==> config.mk <==
export PLATFORM = sky130hd
export DESIGN_NAME = eei_top
export DESIGN_NICKNAME = d
export VERILOG_FILES = /design/src/core/eei_pkg.sv /design/src/core/eei_edge_unit.sv /design/src/core/eei_top.sv
export SDC_FILE = /design/constraint.sdc
export NUM_CORES = 1
export LEC_CHECK = 0
export ABC_CLOCK_PERIOD_IN_PS = 4130
export BUFFER_PORTS_ARGS = -buffer_cell sky130_fd_sc_hd__buf_2
export CELL_PAD_IN_SITES_DETAIL_PLACEMENT = 1
export CELL_PAD_IN_SITES_GLOBAL_PLACEMENT = 1
export CORE_ASPECT_RATIO = 0.75
export CORE_MARGIN = 3
export CORE_UTILIZATION = 42
export DETAILED_ROUTE_END_ITERATION = 6
export PLACE_DENSITY = 0.85
export SLEW_MARGIN = 10
export SYNTH_ARGS = -nofsm -noshare
export SYNTH_HDL_FRONTEND = slang
export SYNTH_SLANG_ARGS = --single-unit
==> constraint.sdc <==
create_clock -name clk -period 4.13 [get_ports clk]
set_input_delay 0.6195 -clock clk [delete_from_list [all_inputs] [get_ports clk]]
set_output_delay 0.6195 -clock clk [all_outputs]
set_load 0.05 [all_outputs]
==> src/core/eei_pkg.sv <==
package eei_pkg;

    // ----------------------------------------------------------------
    // geometry
    // ----------------------------------------------------------------
    localparam int NUM_UNITS = 3;
    localparam int CH_PER_UNIT = 2;
    localparam int NUM_PINS = NUM_UNITS * CH_PER_UNIT;

    // ----------------------------------------------------------------
    // control register layout, channel n fields at n * CH_STRIDE
    // ----------------------------------------------------------------
    localparam int CH_STRIDE = 4;
    localparam int EN_OFS = 0;
    localparam int SEL_OFS = 1;
    localparam int FLAG_OFS = 3;
    localparam logic [7:0] CTRL_RESET = 8'h00;
    localparam logic [7:0] FLAG_MASK = 8'h88;

    // edge select encodings
    localparam logic [1:0] SEL_NONE = 2'h0;
    localparam logic [1:0] SEL_RISE = 2'h1;
    localparam logic [1:0] SEL_FALL = 2'h2;
    localparam logic [1:0] SEL_BOTH = 2'h3;

    // ----------------------------------------------------------------
    // register map, byte addresses on the bus
    // ----------------------------------------------------------------
    localparam int ADDR_W = 12;
    localparam logic [7:0] CTRL_UNIT1_INDEX = 8'h49;
    localparam logic [7:0] CTRL_UNIT2_INDEX = 8'h4a;
    localparam logic [7:0] CTRL_UNIT3_INDEX = 8'h4b;
    localparam logic [11:0] CTRL_UNIT1_ADDR = {2'h0, CTRL_UNIT1_INDEX, 2'h0};
    localparam logic [11:0] CTRL_UNIT2_ADDR = {2'h0, CTRL_UNIT2_INDEX, 2'h0};
    localparam logic [11:0] CTRL_UNIT3_ADDR = {2'h0, CTRL_UNIT3_INDEX, 2'h0};
    localparam logic [11:0] PORT_DIR_ADDR = 12'h000;
    localparam logic [11:0] PORT_DATA_ADDR = 12'h004;
    localparam logic [11:0] IRQ_STATUS_ADDR = 12'h008;
    localparam logic [11:0] IRQ_MASK_ADDR = 12'h00c;

    localparam logic [5:0] PORT_DIR_RESET = 6'h00;
    localparam logic [5:0] PORT_DATA_RESET = 6'h00;
    localparam logic [5:0] IRQ_MASK_RESET = 6'h00;

    // decoded register selector
    typedef enum logic [2:0] {
        EEI_REG_NONE = 3'h0,
        EEI_REG_DIR = 3'h1,
        EEI_REG_DATA = 3'h2,
        EEI_REG_STATUS = 3'h3,
        EEI_REG_MASK = 3'h4,
        EEI_REG_CTRL1 = 3'h5,
        EEI_REG_CTRL2 = 3'h6,
        EEI_REG_CTRL3 = 3'h7
    } eei_reg_type;

    localparam logic [1:0] HTRANS_NONSEQ = 2'h2;
    localparam logic [1:0] HRESP_OKAY = 2'h0;

endpackage : eei_pkg

==> src/core/eei_edge_unit.sv <==
`timescale 1ns/100ps

module eei_edge_unit (
    // clock and reset
    input wire logic clk,
    input wire logic rst,
    // control register access
    input wire logic ctrl_we,
    input wire logic [7:0] ctrl_wdata,
    output logic [7:0] ctrl,
    // pins, already synchronised
    input wire logic [1:0] pin_level,
    input wire logic [1:0] pin_is_input,
    // results
    output logic [1:0] edge_event,
    output logic [1:0] irq_req
);

    // ----------------------------------------------------------------
    // edge match
    // ----------------------------------------------------------------
    function automatic logic edge_match(input logic [1:0] sel, input logic rise,
                                        input logic fall);
        logic hit;
        hit = 1'b0;
        case (sel)
            eei_pkg::SEL_NONE: hit = 1'b0;
            eei_pkg::SEL_RISE: hit = rise;
            eei_pkg::SEL_FALL: hit = fall;
            eei_pkg::SEL_BOTH: hit = rise | fall;
            default: hit = 1'b0;
        endcase
        return hit;
    endfunction : edge_match

    logic [7:0] cfg;
    logic [1:0] prev_level;
    logic [1:0] flag;

    // ----------------------------------------------------------------
    // select and enable fields
    // ----------------------------------------------------------------
    always_ff @(posedge clk or posedge rst) begin
        if (rst) begin
            cfg <= eei_pkg::CTRL_RESET;
        end else if (ctrl_we) begin
            cfg <= ctrl_wdata & ~eei_pkg::FLAG_MASK;
        end
    end

    // previous sample tracked always, so arming never fakes an edge
    always_ff @(posedge clk or posedge rst) begin
        if (rst) begin
            prev_level <= 2'h0;
        end else begin
            prev_level <= pin_level;
        end
    end

    genvar ch;
    generate
        for (ch = 0; ch < eei_pkg::CH_PER_UNIT; ch++) begin : g_ch
            localparam int BASE = ch * eei_pkg::CH_STRIDE;
            logic [1:0] sel;
            logic rise;
            logic fall;
            assign sel = cfg[BASE + eei_pkg::SEL_OFS +: 2];
            assign rise = pin_level[ch] & ~prev_level[ch];
            assign fall = ~pin_level[ch] & prev_level[ch];
            assign edge_event[ch] = pin_is_input[ch] & edge_match(sel, rise, fall);

            // set wins over a clearing write in the same cycle
            always_ff @(posedge clk or posedge rst) begin
                if (rst) begin
                    flag[ch] <= 1'b0;
                end else if (edge_event[ch]) begin
                    flag[ch] <= 1'b1;
                end else if (ctrl_we && !ctrl_wdata[BASE + eei_pkg::FLAG_OFS]) begin
                    flag[ch] <= 1'b0;
                end
            end

            assign irq_req[ch] = flag[ch] & cfg[BASE + eei_pkg::EN_OFS];
        end
    endgenerate

    assign ctrl = cfg | {flag[1], 3'h0, flag[0], 3'h0};

endmodule : eei_edge_unit

==> src/core/eei_top.sv <==
`timescale 1ns/100ps

// Function
// - pin triggers only when input and armed
// - port read live pin on inputs, latch on outputs; locked read latch
// - channel 1 flag bit 7 set on edge
// - channel 0 flag bit 3 set on edge
// - select 00 none, 01 rise, 10 fall, 11 both
// - request equals flag and enable
// - writing zero clears flag, one keeps
// - locked read returns flag bits as one
// - pin readable whatever the enable bit
// - three identical two-channel units
module eei_top (
    // clock and reset
    input wire logic clk,
    input wire logic rst,
    // ahb-lite slave
    input wire logic hsel,
    input wire logic [31:0] haddr,
    input wire logic [1:0] htrans,
    input wire logic hwrite,
    input wire logic [2:0] hsize,
    input wire logic [31:0] hwdata,
    input wire logic hready,
    input wire logic hmastlock,
    output logic hreadyout,
    output logic [1:0] hresp,
    output logic [31:0] hrdata,
    // shared pins, index 0..5 are edge_pin_a..edge_pin_f
    input wire logic [5:0] pin_in,
    output logic [5:0] pin_out,
    output logic [5:0] pin_oe,
    // interrupt requests
    output logic [5:0] irq_req,
    output logic irq
);

    // ----------------------------------------------------------------
    // address decode
    // ----------------------------------------------------------------
    function automatic eei_pkg::eei_reg_type decode(input logic [31:0] addr);
        eei_pkg::eei_reg_type r;
        r = eei_pkg::EEI_REG_NONE;
        if (addr[31:eei_pkg::ADDR_W] == 20'h00000) begin
            case (addr[11:0])
                eei_pkg::PORT_DIR_ADDR: r = eei_pkg::EEI_REG_DIR;
                eei_pkg::PORT_DATA_ADDR: r = eei_pkg::EEI_REG_DATA;
                eei_pkg::IRQ_STATUS_ADDR: r = eei_pkg::EEI_REG_STATUS;
                eei_pkg::IRQ_MASK_ADDR: r = eei_pkg::EEI_REG_MASK;
                eei_pkg::CTRL_UNIT1_ADDR: r = eei_pkg::EEI_REG_CTRL1;
                eei_pkg::CTRL_UNIT2_ADDR: r = eei_pkg::EEI_REG_CTRL2;
                eei_pkg::CTRL_UNIT3_ADDR: r = eei_pkg::EEI_REG_CTRL3;
                default: r = eei_pkg::EEI_REG_NONE;
            endcase
        end
        return r;
    endfunction : decode

    // ----------------------------------------------------------------
    // pin synchroniser
    // ----------------------------------------------------------------
    logic [5:0] pin_meta;
    logic [5:0] pin_sync;

    always_ff @(posedge clk or posedge rst) begin
        if (rst) begin
            pin_meta <= 6'h00;
            pin_sync <= 6'h00;
        end else begin
            pin_meta <= pin_in;
            pin_sync <= pin_meta;
        end
    end

    // edges held off until the previous-sample flops hold a real pin level,
    // so a pin idling high does not fake a rising edge after reset
    logic [2:0] sync_fill;
    logic sync_primed;

    always_ff @(posedge clk or posedge rst) begin
        if (rst) begin
            sync_fill <= 3'h0;
        end else begin
            sync_fill <= {sync_fill[1:0], 1'b1};
        end
    end

    assign sync_primed = sync_fill[2];

    // ----------------------------------------------------------------
    // bus phases
    // ----------------------------------------------------------------
    logic addr_valid;
    logic dp_write;
    eei_pkg::eei_reg_type dp_reg;
    eei_pkg::eei_reg_type rd_reg;
    logic [7:0] wbyte;

    assign addr_valid = hsel & hready & htrans[1];
    assign rd_reg = decode(haddr);
    assign wbyte = hwdata[7:0];
    assign hreadyout = 1'b1;
    assign hresp = eei_pkg::HRESP_OKAY;

    always_ff @(posedge clk or posedge rst) begin
        if (rst) begin
            dp_write <= 1'b0;
            dp_reg <= eei_pkg::EEI_REG_NONE;
        end else begin
            dp_write <= addr_valid & hwrite;
            dp_reg <= rd_reg;
        end
    end

    // ----------------------------------------------------------------
    // port direction and data latch
    // ----------------------------------------------------------------
    logic [5:0] port_dir;
    logic [5:0] port_latch;

    always_ff @(posedge clk or posedge rst) begin
        if (rst) begin
            port_dir <= eei_pkg::PORT_DIR_RESET;
        end else if (dp_write && dp_reg == eei_pkg::EEI_REG_DIR) begin
            port_dir <= wbyte[5:0];
        end
    end

    always_ff @(posedge clk or posedge rst) begin
        if (rst) begin
            port_latch <= eei_pkg::PORT_DATA_RESET;
        end else if (dp_write && dp_reg == eei_pkg::EEI_REG_DATA) begin
            port_latch <= wbyte[5:0];
        end
    end

    assign pin_out = port_latch;
    assign pin_oe = port_dir;

    // ----------------------------------------------------------------
    // edge units
    // ----------------------------------------------------------------
    logic [7:0] ctrl [eei_pkg::NUM_UNITS];
    logic [5:0] edge_event;

    genvar u;
    generate
        for (u = 0; u < eei_pkg::NUM_UNITS; u++) begin : g_unit
            logic we;
            assign we = dp_write && (dp_reg == eei_pkg::eei_reg_type'(3'(5 + u)));
            eei_edge_unit u_unit (
                .clk(clk),
                .rst(rst),
                .ctrl_we(we),
                .ctrl_wdata(wbyte),
                .ctrl(ctrl[u]),
                .pin_level(pin_sync[2 * u +: 2]),
                .pin_is_input(~port_dir[2 * u +: 2] & {2{sync_primed}}),
                .edge_event(edge_event[2 * u +: 2]),
                .irq_req(irq_req[2 * u +: 2])
            );
        end
    endgenerate

    // ----------------------------------------------------------------
    // summary interrupt
    // ----------------------------------------------------------------
    logic [5:0] irq_status;
    logic [5:0] irq_mask;

    always_ff @(posedge clk or posedge rst) begin
        if (rst) begin
            irq_status <= 6'h00;
        end else if (dp_write && dp_reg == eei_pkg::EEI_REG_STATUS) begin
            irq_status <= (irq_status & ~wbyte[5:0]) | edge_event;
        end else begin
            irq_status <= irq_status | edge_event;
        end
    end

    always_ff @(posedge clk or posedge rst) begin
        if (rst) begin
            irq_mask <= eei_pkg::IRQ_MASK_RESET;
        end else if (dp_write && dp_reg == eei_pkg::EEI_REG_MASK) begin
            irq_mask <= wbyte[5:0];
        end
    end

    assign irq = |(irq_status & irq_mask);

    // ----------------------------------------------------------------
    // read data, locked reads act as read-modify-write
    // ----------------------------------------------------------------
    logic [7:0] next_rbyte;
    logic [7:0] flag_force;
    logic [5:0] port_view;

    assign flag_force = hmastlock ? eei_pkg::FLAG_MASK : 8'h00;
    // live pin for inputs regardless of enable bits; latch otherwise
    assign port_view = hmastlock ? port_latch
                                 : ((pin_sync & ~port_dir) | (port_latch & port_dir));

    always_comb begin
        next_rbyte = 8'h00;
        case (rd_reg)
            eei_pkg::EEI_REG_DIR: next_rbyte = {2'h0, port_dir};
            eei_pkg::EEI_REG_DATA: next_rbyte = {2'h0, port_view};
            eei_pkg::EEI_REG_STATUS: next_rbyte = {2'h0, irq_status};
            eei_pkg::EEI_REG_MASK: next_rbyte = {2'h0, irq_mask};
            eei_pkg::EEI_REG_CTRL1: next_rbyte = ctrl[0] | flag_force;
            eei_pkg::EEI_REG_CTRL2: next_rbyte = ctrl[1] | flag_force;
            eei_pkg::EEI_REG_CTRL3: next_rbyte = ctrl[2] | flag_force;
            default: next_rbyte = 8'h00;
        endcase
    end

    always_ff @(posedge clk or posedge rst) begin
        if (rst) begin
            hrdata <= 32'h00000000;
        end else if (addr_valid && !hwrite) begin
            hrdata <= {24'h000000, next_rbyte};
        end
    end

endmodule : eei_top
* Word level (Yosys, flattened, before mapping) *
Cells that the tools add are included.
Widths: inputs -> output; s select.

cells by class
  eq/ne operators = 38
  mux-type cells = 24
  bitwise gates (word level) = 66
  reductions and logical operators = 32

operator list
  operator             count
  $pmux 8 s7           1
  $eq 12x9->1 const B  3
  $and 1x1->1          27
  $and 6x6->6          4
  $eq 12x4->1 const B  2
  $eq 2x2->1 const B   12
  $eq 3x3->1 const B   8
  $or 7x8->8           3
  $or 8x8->8           3
  $pmux 1 s4           6
  $pmux 3 s7           1
  $logic_not 20->1     1
  $or 6x6->6           3
  $logic_and 1x1->1    14
  $eq 12x3->1 const B  1
  $eq 2x1->1 const B   6
  $eq 3x2->1 const B   4
  $logic_not 12->1     1
  $logic_not 2->1      6
  $mux 1               12
  $mux 6               2
  $not 1->1            12
  $not 6->6            2
  $reduce_bool 2->1    6
  other kinds (8)      20

storage, ports and cells
  flip-flop bits (word level) = 81
  input bits = 81
  output and inout bits = 54
  word-level logic and storage cells = 182

* Logic depth before layout (Yosys ltp) *
Gate-level depths: netlist (run 1).

  depth after elaboration = 7
  mapped depth = 8
  gate-level depth less buffers = 8

* Modules after synthesis *
Synthesis (run 1) repeated with hierarchy kept, for this count alone.

second synthesis, totals
  cell total of the unflattened synthesis = 387
  area total of the unflattened synthesis = 4356.7 um^2

modules (own cells, without submodules)
  module         times used  cells each  area an instance (um^2)  sequential area each (um^2)
  eei_top        1           258         2761.4                   1276.2
  eei_edge_unit  3           43          531.8                    250.2

* Least setup slack after synthesis (run 1) *
Ideal clock, no wire load.

  path kind = input to register
  from = input port haddr[2]
  to = register hrdata[0]
  library setup time = 124 ps
  data arrival time = 2002 ps
  data required time = 4006 ps
  slack = 2004 ps
  cell stages on the path = 8
  buffers on the path = 2
  cells stage by stage = buf_2 -> and3_1 -> o211ai_2 -> buf_2 -> o311ai_0 -> o211ai_1 -> a21oi_1 -> a211o_1

on the way
  word-level cells in the longest chain between the ends = 5
  elaborated cells on any way between the ends = 17
  those cells by class = eq/ne: 13; mux: 3; reduce/logical: 1

RTL lines
  what                                       line            RTL
  start, declared                            eei_top.sv:20   input wire logic [31:0] haddr,
  $eq 12x9->1, or another cell as far along  eei_top.sv:46   case (addr[11:0])
  $pmux 3 s7 (*)                             eei_top.sv:46
  $mux 3 (*)                                 eei_top.sv:45   if (addr[31:eei_pkg::ADDR_W] == 20'h00000) begin
  $eq 3x3->1, or another cell as far along   eei_top.sv:206  case (rd_reg)
  $pmux 8 s7 (*)                             eei_top.sv:206
  end signal, assigned                       eei_top.sv:222  hrdata <= {24'h000000, next_rbyte};
  end, declared                              eei_top.sv:29   output logic [31:0] hrdata,

Mark *: on every way between the ends. The rest lies on a longest branch, timed or not.
A chain may end at the register's enable or synchronous reset.

* Worst setup path in the final report (run 1) *
  from = input port haddr[26]
  to = register hrdata[4]

on the way
  word-level cells in the longest chain between the ends = 4
  elaborated cells on any way between the ends = 10
  those cells by class = eq/ne: 7; mux: 2; reduce/logical: 1

RTL lines
  what                                      line
  $logic_not 20->1 (*)                      eei_top.sv:45
  $mux 3 (*)                                eei_top.sv:45
  $eq 3x3->1, or another cell as far along  eei_top.sv:206
  $pmux 8 s7 (*)                            eei_top.sv:206

Marked as above.

==> results of run 1 <==
## cells in the final DEF, fill, tap and decap left out, types with 3 or more instances in the layout
cell,count
o21ai_0,23
and2_1,7
and3_1,5
nor4_1,5
a31oi_1,3
buf_4,4
buf_2,79
nand3b_1,6
a211o_1,3
a221oi_1,4
or3_1,4
nor3_1,8
nor4_4,4
nand4b_1,3
nor2_1,5
nand2_1,51
conb_1,28
nand3_1,7
inv_1,20
ha_1,12
nor4_2,6
a21oi_1,9
dfrtp_1,81
o211ai_1,4
mux2_2,36
mux2i_1,7
a22oi_1,8
o311ai_0,3
clkbuf_16,9
## metal layers
metal / vias to the layer above / routed length [um]
li1: 1523 / -
met5: - / 0
met2: 149 / 5750
met3: 13 / 1330
met4: 0 / 154
met1: 1683 / 4970
## power breakdown
part	leakage (nW)	switching (mW)	total [mW]	internal, mW
clock network	0.146	0.306	0.835	0.529
registers	0.979	0.0163	0.830	0.813
logic	1.26	0.138	0.187	0.0495
## path summary, 6_finish.rpt
check	depth (start not counted)	start	slack, ps	to
min	0	pin_meta[2]	350	pin_sync[2]
max in group asynchronous	3	rst	2760	g_unit[1].u_unit.flag[1]
min in group asynchronous	2	rst	410	pin_sync[4]
max reg2reg	3	dp_write	2110	pin_oe[2]
max	7	haddr[26]	1590	hrdata[4]
min reg2reg	0	pin_meta[2]	350	pin_sync[2]
## cells by family after synthesis
kind of cell / share of synthesized area
and+or+nand+nor: 0.174
DFF: 0.479
AOI/OAI and AO/OA: 0.115
buffers and inverters: 0.0778
muxes: 0.112
adders and majority gates: 0.0355
other: 0.00178
xor gates and xnor gates: 0.00414
## cell type report
class | count | area share
inverters | 21 | 0.0161
clock buffers | 11 | 0.0467
clock inverters | 5 | 0.0161
repair buffers | 83 | 0.0853
multi-input cells | 279 | 0.397
flip-flops and latches | 81 | 0.406
well taps | 132 | 0.0331
## worst reg2reg max path, delay by kind of cell (launching register included)
family / cells / cell delay [ps]
flops: 1 / 440
mux: 1 / 430
simple gates: 2 / 1040
## stage by stage
step	total power, mW	instance area (um^2)	hold slack (ps)	instances	utilization
5_1_grt	1.92	4990	358	612	0.512
6_report	1.85	4990	346	612	0.512
4_1_cts	1.87	4990	349	612	0.512
3_5_place_dp	1.03	4680	336	596	0.480
3_3_place_gp	1.02	4680	332	596	0.480
2_1_floorplan	0.985	4330	331	419	-
==> results.sh, run 1 <==
export IMPL_async_reset_ff_frac=1.00
export IMPL_yosysMostFrequentCell="dfrtp_1"
export IMPL_clockBufferDepth=2
export IMPL_reg_top3="g_unit.u_unit.cfg (18), hrdata (8)"
export IMPL_io_pins=135
export IMPL_hpwl_mm=8.84
export IMPL_end_kind="register"
export IMPL_total_leakage_power_nw=2.39
export IMPL_diodes=0
export IMPL_wl_mm=12.2
export IMPL_nNetsFinal=568
export IMPL_synth_edf_count=0
export IMPL_preCtsSetupSlack_ps=1320
export IMPL_setup_violations=0
export IMPL_worstPathCellList="buf_2, nor4_2, nand3_2, nor4_4, o211ai_1, a21oi_1, a211o_1"
export IMPL_place_congestion=0.890
export IMPL_first_pass_iters=4
export IMPL_cts_made_buffers=9
export IMPL_num_rows=31
export IMPL_die_area_um2=11300
export IMPL_drtAntennaViolNets=0
export IMPL_grt_pass1_vias=3604
export IMPL_final_hold_violation_count=0
export IMPL_grt_use_met3=0.0543
export IMPL_worst_path_max_fanout=9
export IMPL_grt_max_degree=46
export IMPL_regMostFlops="g_unit.u_unit.cfg"
export IMPL_power_density_nw_per_um2=371
export IMPL_fillers=1092
export IMPL_ctsHoldBuffers=0
export IMPL_period_minus_slack_ps=2540
export IMPL_avgSynthCellArea_um2=10.8
export IMPL_synth_area_um2=4230
export IMPL_max_cap_violations=0
export IMPL_area_growth_syn_to_layout_pct=17.9
export IMPL_drt_initial_drc_count=240
export IMPL_busiest_layer="met2"
export IMPL_synth_top_cell_by_area="dfrtp_1"
export IMPL_relSlewSlack=0.174
export IMPL_core_um2=9740
export IMPL_yosysUniqueCellTypes=49
export IMPL_cts_setup_buffers=0
export IMPL_yosysSeqAreaShare=0.479
export IMPL_clock_skew_ps=5.77
export IMPL_drive_gt1_frac=0.313
export IMPL_min_period_over_period=0.614
export IMPL_peakVddDrop_uv=200
export IMPL_cts_resized=0
export IMPL_die_w_um=122
export IMPL_min_path_type="register to register"
export IMPL_multi_input_area_um2=1980
export IMPL_clk_pin_slew_ps=60
export IMPL_fmax_mhz=394
export IMPL_synth_ff_type="dfrtp_1"
export IMPL_io_buffers=79
export IMPL_crit_family="simple AND/OR/NAND/NOR gates"
export IMPL_cts_tree="built"
export IMPL_grt_use_met2=0.368
export IMPL_largest_reg_flops=18
export IMPL_synth_top_area_frac=0.479
export IMPL_grt_usage=0.225
export IMPL_setup_ws_ps=1590
export IMPL_seq_area_um2=2030
export IMPL_drt_vias_per_instance=5.50
export IMPL_antenna_found_initial=0
export IMPL_critPathBufInv=1
export IMPL_grt_use_met1=0.303
export IMPL_arrival_ps=2800
export IMPL_ys_top_cells_by_area="dfrtp_1 48%, mux2_2 9.6%, buf_4 4.8%"
export IMPL_synth_warnings=0
export IMPL_initial_utilization=0.435
export IMPL_rsz0062_at_grt="false"
export IMPL_crit_required_ps=4400
export IMPL_cts_sinks=81
export IMPL_cp_slowest_cell="nor4_4"
export IMPL_ys_ff_latch=81
export IMPL_netlist_instances=393
export IMPL_grt_pass1_wl_mm=19.5
export IMPL_cpPeakStageDelay_ps=610
export IMPL_tns_ps=0
export IMPL_grt_overflow=0
export IMPL_wl_per_cell_um=19.9
export IMPL_clock_latency_ps=330
export IMPL_max_slew_worst_pin_slew_ps=1230
export IMPL_slew_violations=0
export IMPL_status="complete, no violations"
export IMPL_ys_top_cells_by_count="81 x dfrtp_1, 51 x nand2_1, 36 x mux2_2"
export IMPL_dieHeight_um=92.9
export IMPL_critPathLaunchType="input port"
export IMPL_h_tree_depth=3
export IMPL_cts_root_buf="clkbuf_16"
export IMPL_vias=3368
export IMPL_drc=0
export IMPL_crit_type="input port to register"
Power figures use the tool's default switching activity.
==> run 2, diff against run 1 <==
Settings changed: ABC_CLOCK_PERIOD_IN_PS 4130 to 2100, CORE_UTILIZATION 42 to 35, PLACE_DENSITY 0.85 to 0.75.
Clock period 4.13 ns to 2.1 ns, I/O delays scaled along.
==> results.sh, run 2 (synthesis gave the netlist of run 1 again) <==
export IMPL_status="complete, no violations"
export IMPL_cts_made_buffers=9
export IMPL_fillers=1351
export IMPL_diodes=0
export IMPL_io_buffers=79
export IMPL_cts_setup_buffers=0
export IMPL_r2r_start="pin_oe[3]"
export IMPL_clk_pin_slew_ps=60
export IMPL_cts_resized=0
export IMPL_dieHeight_um=101
export IMPL_h_tree_depth=3
export IMPL_grt_pass1_vias=3794
export IMPL_min_path_type="input port to register"
export IMPL_arrival_ps=2250
export IMPL_wl_per_cell_um=19.5
export IMPL_power_density_nw_per_um2=687
export IMPL_preCtsSetupSlack_ps=-181
export IMPL_hold_depth=1
export IMPL_worstHoldEndpoint="pin_meta[1]"
export IMPL_max_cap_violations=0
export IMPL_regMostFlops="g_unit.u_unit.cfg"
export IMPL_drt_initial_drc_count=220
export IMPL_fmax_mhz=507
export IMPL_vias=3532
export IMPL_io_pins=135
export IMPL_multi_input_area_um2=1970
export IMPL_wl_mm=13.1
export IMPL_core_um2=11700
export IMPL_max_slew_worst_pin_slew_ps=595
export IMPL_worst_path_max_fanout=6
export IMPL_layout_common_cells="81 x dfrtp_1, 79 x buf_2, 51 x nand2_1, 36 x mux2_2, 33 x buf_4"
export IMPL_rsz0062_at_grt="false"
export IMPL_place_congestion=0.914
export IMPL_relSlewSlack=0.602
export IMPL_period_minus_slack_ps=1970
export IMPL_cts_tree="built"
export IMPL_final_common_cell="dfrtp_1"
export IMPL_grt_max_degree=82
export IMPL_r2r_cells=6
export IMPL_slew_violations=0
export IMPL_power_total_mw=3.62
export IMPL_crit_family="simple AND/OR/NAND/NOR gates"
export IMPL_antenna_found_initial=0
export IMPL_end_kind="register"
export IMPL_initial_utilization=0.362
export IMPL_num_rows=34
export IMPL_worstPathCellList="buf_2, nor4_2, and3_1, nand2_1, or3_1, a21oi_1, a211o_1"
export IMPL_seq_area_um2=2030
export IMPL_clock_latency_ps=340
export IMPL_cpPeakStageDelay_ps=540
export IMPL_grt_pass1_wl_mm=20.6
export IMPL_min_period_over_period=0.940
export IMPL_die_w_um=133
export IMPL_setup_ws_ps=126
export IMPL_peakVddDrop_uv=489
export IMPL_cts_root_buf="clkbuf_16"
export IMPL_total_leakage_power_nw=2.55
export IMPL_critPathBufInv=1
export IMPL_clock_skew_ps=6.04
export IMPL_crit_type="input port to register"
export IMPL_reg2reg_slack_ps=430
export IMPL_die_area_um2=13500
export IMPL_cp_slowest_cell="or3_1"
export IMPL_first_pass_iters=4
export IMPL_drc=0
export IMPL_area_growth_syn_to_layout_pct=24.6
export IMPL_largest_reg_flops=18
export IMPL_final_hold_violation_count=0
export IMPL_grt_overflow=0
export IMPL_timing_rr_end="hrdata[3]"
export IMPL_tns_ps=0
export IMPL_dpl_cell_area_um2=4970
export IMPL_critPathLaunchType="input port"
export IMPL_cts_sinks=81
export IMPL_clockBufferDepth=2
export IMPL_setup_violations=0
export IMPL_ctsHoldBuffers=0
export IMPL_crit_required_ps=2380
export IMPL_hpwl_mm=9.82
export IMPL_grt_usage=0.199
export IMPL_final_area_um2=5270
export IMPL_reg_top3="g_unit.u_unit.cfg (18), hrdata (8)"
export IMPL_nNetsFinal=599
export IMPL_drtAntennaViolNets=0
export IMPL_hp_start="pin_in[1]"
export IMPL_drt_vias_per_instance=5.25
export IMPL_drive_gt1_frac=0.356
==> run 2: metrics by stage <==
step,utilization,std cells,hold slack [ps]
floorplan,-,419,331
global placement,0.425,657,331
detailed placement,0.425,657,336
CTS,0.451,673,64.8
global route,0.451,673,66.7
finish,0.451,673,76.8
==> run 2: layout make-up <==
type	count	share of cell area
clock buffers	10	0.0453
clock inverters	6	0.0126
inverters	21	0.0157
multi-input cells	279	0.374
flip-flops and latches	81	0.384
well taps	162	0.0384
repair buffers	114	0.130
==> run 2: per-layer routing <==
metal / up-vias / GRT usage / share of wire / wire [um]
li1: 1582 / - / - / -
met1: 1788 / 0.266 / 0.45 / 5870
met2: 145 / 0.329 / 0.46 / 6100
met3: 17 / 0.0442 / 0.074 / 974
met4: 0 / 0.0599 / 0.015 / 198
met5: - / 0 / 0 / 0
==> run 2: how the worst max path moves through the flow <==
stage | start | end | cells past startpoint
after floorplan | haddr[2] | hrdata[0] | 8
after global placement | haddr[14] | hrdata[4] | 7
after detailed placement | haddr[22] | hrdata[4] | 7
after CTS | haddr[14] | hrdata[4] | 7
after global routing | haddr[22] | hrdata[4] | 7
final | haddr[22] | hrdata[4] | 7
==> run 2: power by group <==
| part | internal (mW) | leakage (nW) | switching (mW) |
|---|---|---|---|
| Clock | 0.957 | 0.153 | 0.647 |
| Combinational | 0.109 | 1.42 | 0.275 |
| Sequential | 1.60 | 0.979 | 0.0329 |
| Total | 2.67 | 2.55 | 0.956 |
==> run 2: worst register-to-register path, stage by stage (launching register included) <==
cell and delay [ps]:
dfrtp_1 440, nor2_1 160, mux2i_1 280, a21oi_1 110, a222oi_1 320, buf_4 190, o21ai_2 50
==> run 3, diff against run 2 <==
Settings changed: PLACE_DENSITY 0.75 to 0.82.
==> results.sh, run 3 (synthesis gave the netlist of run 1 again) <==
export IMPL_regMostFlops="g_unit.u_unit.cfg"
export IMPL_wl_per_cell_um=19.1
export IMPL_worst_path_max_fanout=3
export IMPL_area_growth_syn_to_layout_pct=25.7
export IMPL_final_hold_violation_count=0
export IMPL_wl_met1_mm=5.49
export IMPL_crit_type="input port to register"
export IMPL_cts_tree="built"
export IMPL_relSlewSlack=0.568
export IMPL_max_cap_violations=0
export IMPL_final_common_cell="dfrtp_1"
export IMPL_first_pass_iters=5
export IMPL_crit_family="simple AND/OR/NAND/NOR gates"
export IMPL_top_layer="met4"
export IMPL_drive_gt1_frac=0.359
export IMPL_max_slew_worst_pin_slew_ps=645
export IMPL_grt_overflow=0
export IMPL_min_path_type="input port to async pin"
export IMPL_fillers=1317
export IMPL_r2r_cells=3
export IMPL_cp_slowest_cell="nor4_2"
export IMPL_status="complete, no violations"
export IMPL_reg_top3="g_unit.u_unit.cfg (18), hrdata (8)"
export IMPL_drt_vias_per_instance=5.19
export IMPL_clock_skew_ps=7.78
export IMPL_cts_sinks=81
export IMPL_clock_latency_ps=340
export IMPL_final_cells=675
export IMPL_drt_initial_drc_count=175
export IMPL_io_pins=135
export IMPL_cpPeakStageDelay_ps=350
export IMPL_cts_made_buffers=9
export IMPL_post_route_util=0.454
export IMPL_core_um2=11700
export IMPL_fmax_mhz=532
export IMPL_critPathBufInv=4
export IMPL_num_rows=34
export IMPL_crit_path_start="haddr[22]"
export IMPL_io_buffers=79
export IMPL_setup_ws_ps=220
export IMPL_cts_root_buf="clkbuf_16"
export IMPL_slew_violations=0
export IMPL_total_leakage_power_nw=2.56
export IMPL_crit_end="hrdata[0]"
export IMPL_wl_met2_mm=5.99
export IMPL_power_density_nw_per_um2=694
export IMPL_largest_reg_flops=18
export IMPL_r2r_start="dp_reg[1]"
export IMPL_preCtsSetupSlack_ps=-184
export IMPL_drtAntennaViolNets=0
export IMPL_period_minus_slack_ps=1880
export IMPL_peakVddDrop_uv=458
export IMPL_holdWs_ps=25.3
export IMPL_vias=3506
export IMPL_hpwl_mm=9.89
export IMPL_dpl_cell_area_um2=5000
export IMPL_place_congestion=0.918
export IMPL_grt_max_degree=31
export IMPL_antenna_found_initial=0
export IMPL_setup_violations=0
export IMPL_wl_met3_mm=1.19
export IMPL_die_area_um2=13500
export IMPL_end_kind="register"
export IMPL_crit_required_ps=2380
export IMPL_clockBufferDepth=2
export IMPL_arrival_ps=2160
export IMPL_clk_pin_slew_ps=60
export IMPL_drc=0
export IMPL_dieHeight_um=101
export IMPL_rsz0062_at_grt="false"
export IMPL_critPathLaunchType="input port"
export IMPL_layout_common_cells="81 x dfrtp_1, 79 x buf_2, 51 x nand2_1, 36 x mux2_2, 35 x buf_4"
export IMPL_grt_usage=0.200
export IMPL_wl_mm=12.9
export IMPL_cp_depth=10
export IMPL_grt_pass1_vias=3728
export IMPL_reg2reg_slack_ps=400
export IMPL_worstPathCellList="buf_2, nor4_2, buf_4, nand3_2, buf_4, nor4_4, buf_4, nand2_1, a31oi_1, a211o_1"
export IMPL_grt_pass1_wl_mm=20.7
export IMPL_die_w_um=133
export IMPL_h_tree_depth=3
export IMPL_diodes=0
export IMPL_cp_common_cell="buf_4"
export IMPL_initial_utilization=0.362
export IMPL_nNetsFinal=602
export IMPL_final_area_um2=5320
export IMPL_dp_cells=660
export IMPL_timing_rr_end="g_unit[0].u_unit.flag[1]"
export IMPL_min_period_over_period=0.895
[run 3: changes by cell type in the layout (fill, tap and decap cells not counted)]
cell / before / now
buf_4: 33 / 35
buf_12: 2 / 3
clkbuf_1: 0 / 1
clkinvlp_4: 1 / 2
bufinv_16: 1 / 2
a21oi_2: 0 / 1
clkbuf_8: 1 / 0
clkinv_2: 2 / 1
inv_6: 1 / 0
clkinv_4: 2 / 1
a21oi_1: 9 / 8
[run 3: area by class of cell]
cell class	instances	area, um^2	share of cell area
inverter	21	82.6	0.0155
timing repair buffer	117	718	0.135
multi-input combinational	279	1980	0.372
tap	162	203	0.0381
clock inverter	5	81.3	0.0153
clock buffer	10	229	0.0431
sequential	81	2030	0.381
[run 3: worst min path at each step]
| stage | from | to | cells past startpoint |
|---|---|---|---|
| detailed placement | pin_meta[0] | pin_sync[0] | 0 |
| global placement | pin_meta[5] | pin_sync[5] | 0 |
| finish | rst | sync_fill[0] | 2 |
| floorplan | pin_meta[0] | pin_sync[0] | 0 |
| global route | rst | sync_fill[0] | 2 |
| CTS | rst | sync_fill[0] | 2 |
[run 3: stage by stage]
step           TNS (ps)  total power, mW
4_1_cts               0             3.72
6_report              0             3.69
2_1_floorplan         0             1.94
3_3_place_gp      -83.9             2.03
5_1_grt               0             3.84
3_5_place_dp       -612             2.05
[run 3: metal layers]
layer  vias to the layer above  track usage
li1                       1600            -
met1                      1750        0.259
met2                       135        0.326
met3                        21       0.0631
met4                         0       0.0607
met5                         -            0
[run 3: power breakdown]
group / total, mW / switching (mW) / internal, mW
combinational: 0.390 / 0.276 / 0.114
clock: 1.67 / 0.632 / 1.03
sequential: 1.63 / 0.0335 / 1.60
[run 3: repair_timing]
action	CTS	global route
gates resized for setup	0	1
hold buffers	0	0
endpoints found under the setup margin	0	1
endpoints found under the hold margin	0	0
setup buffers	0	0
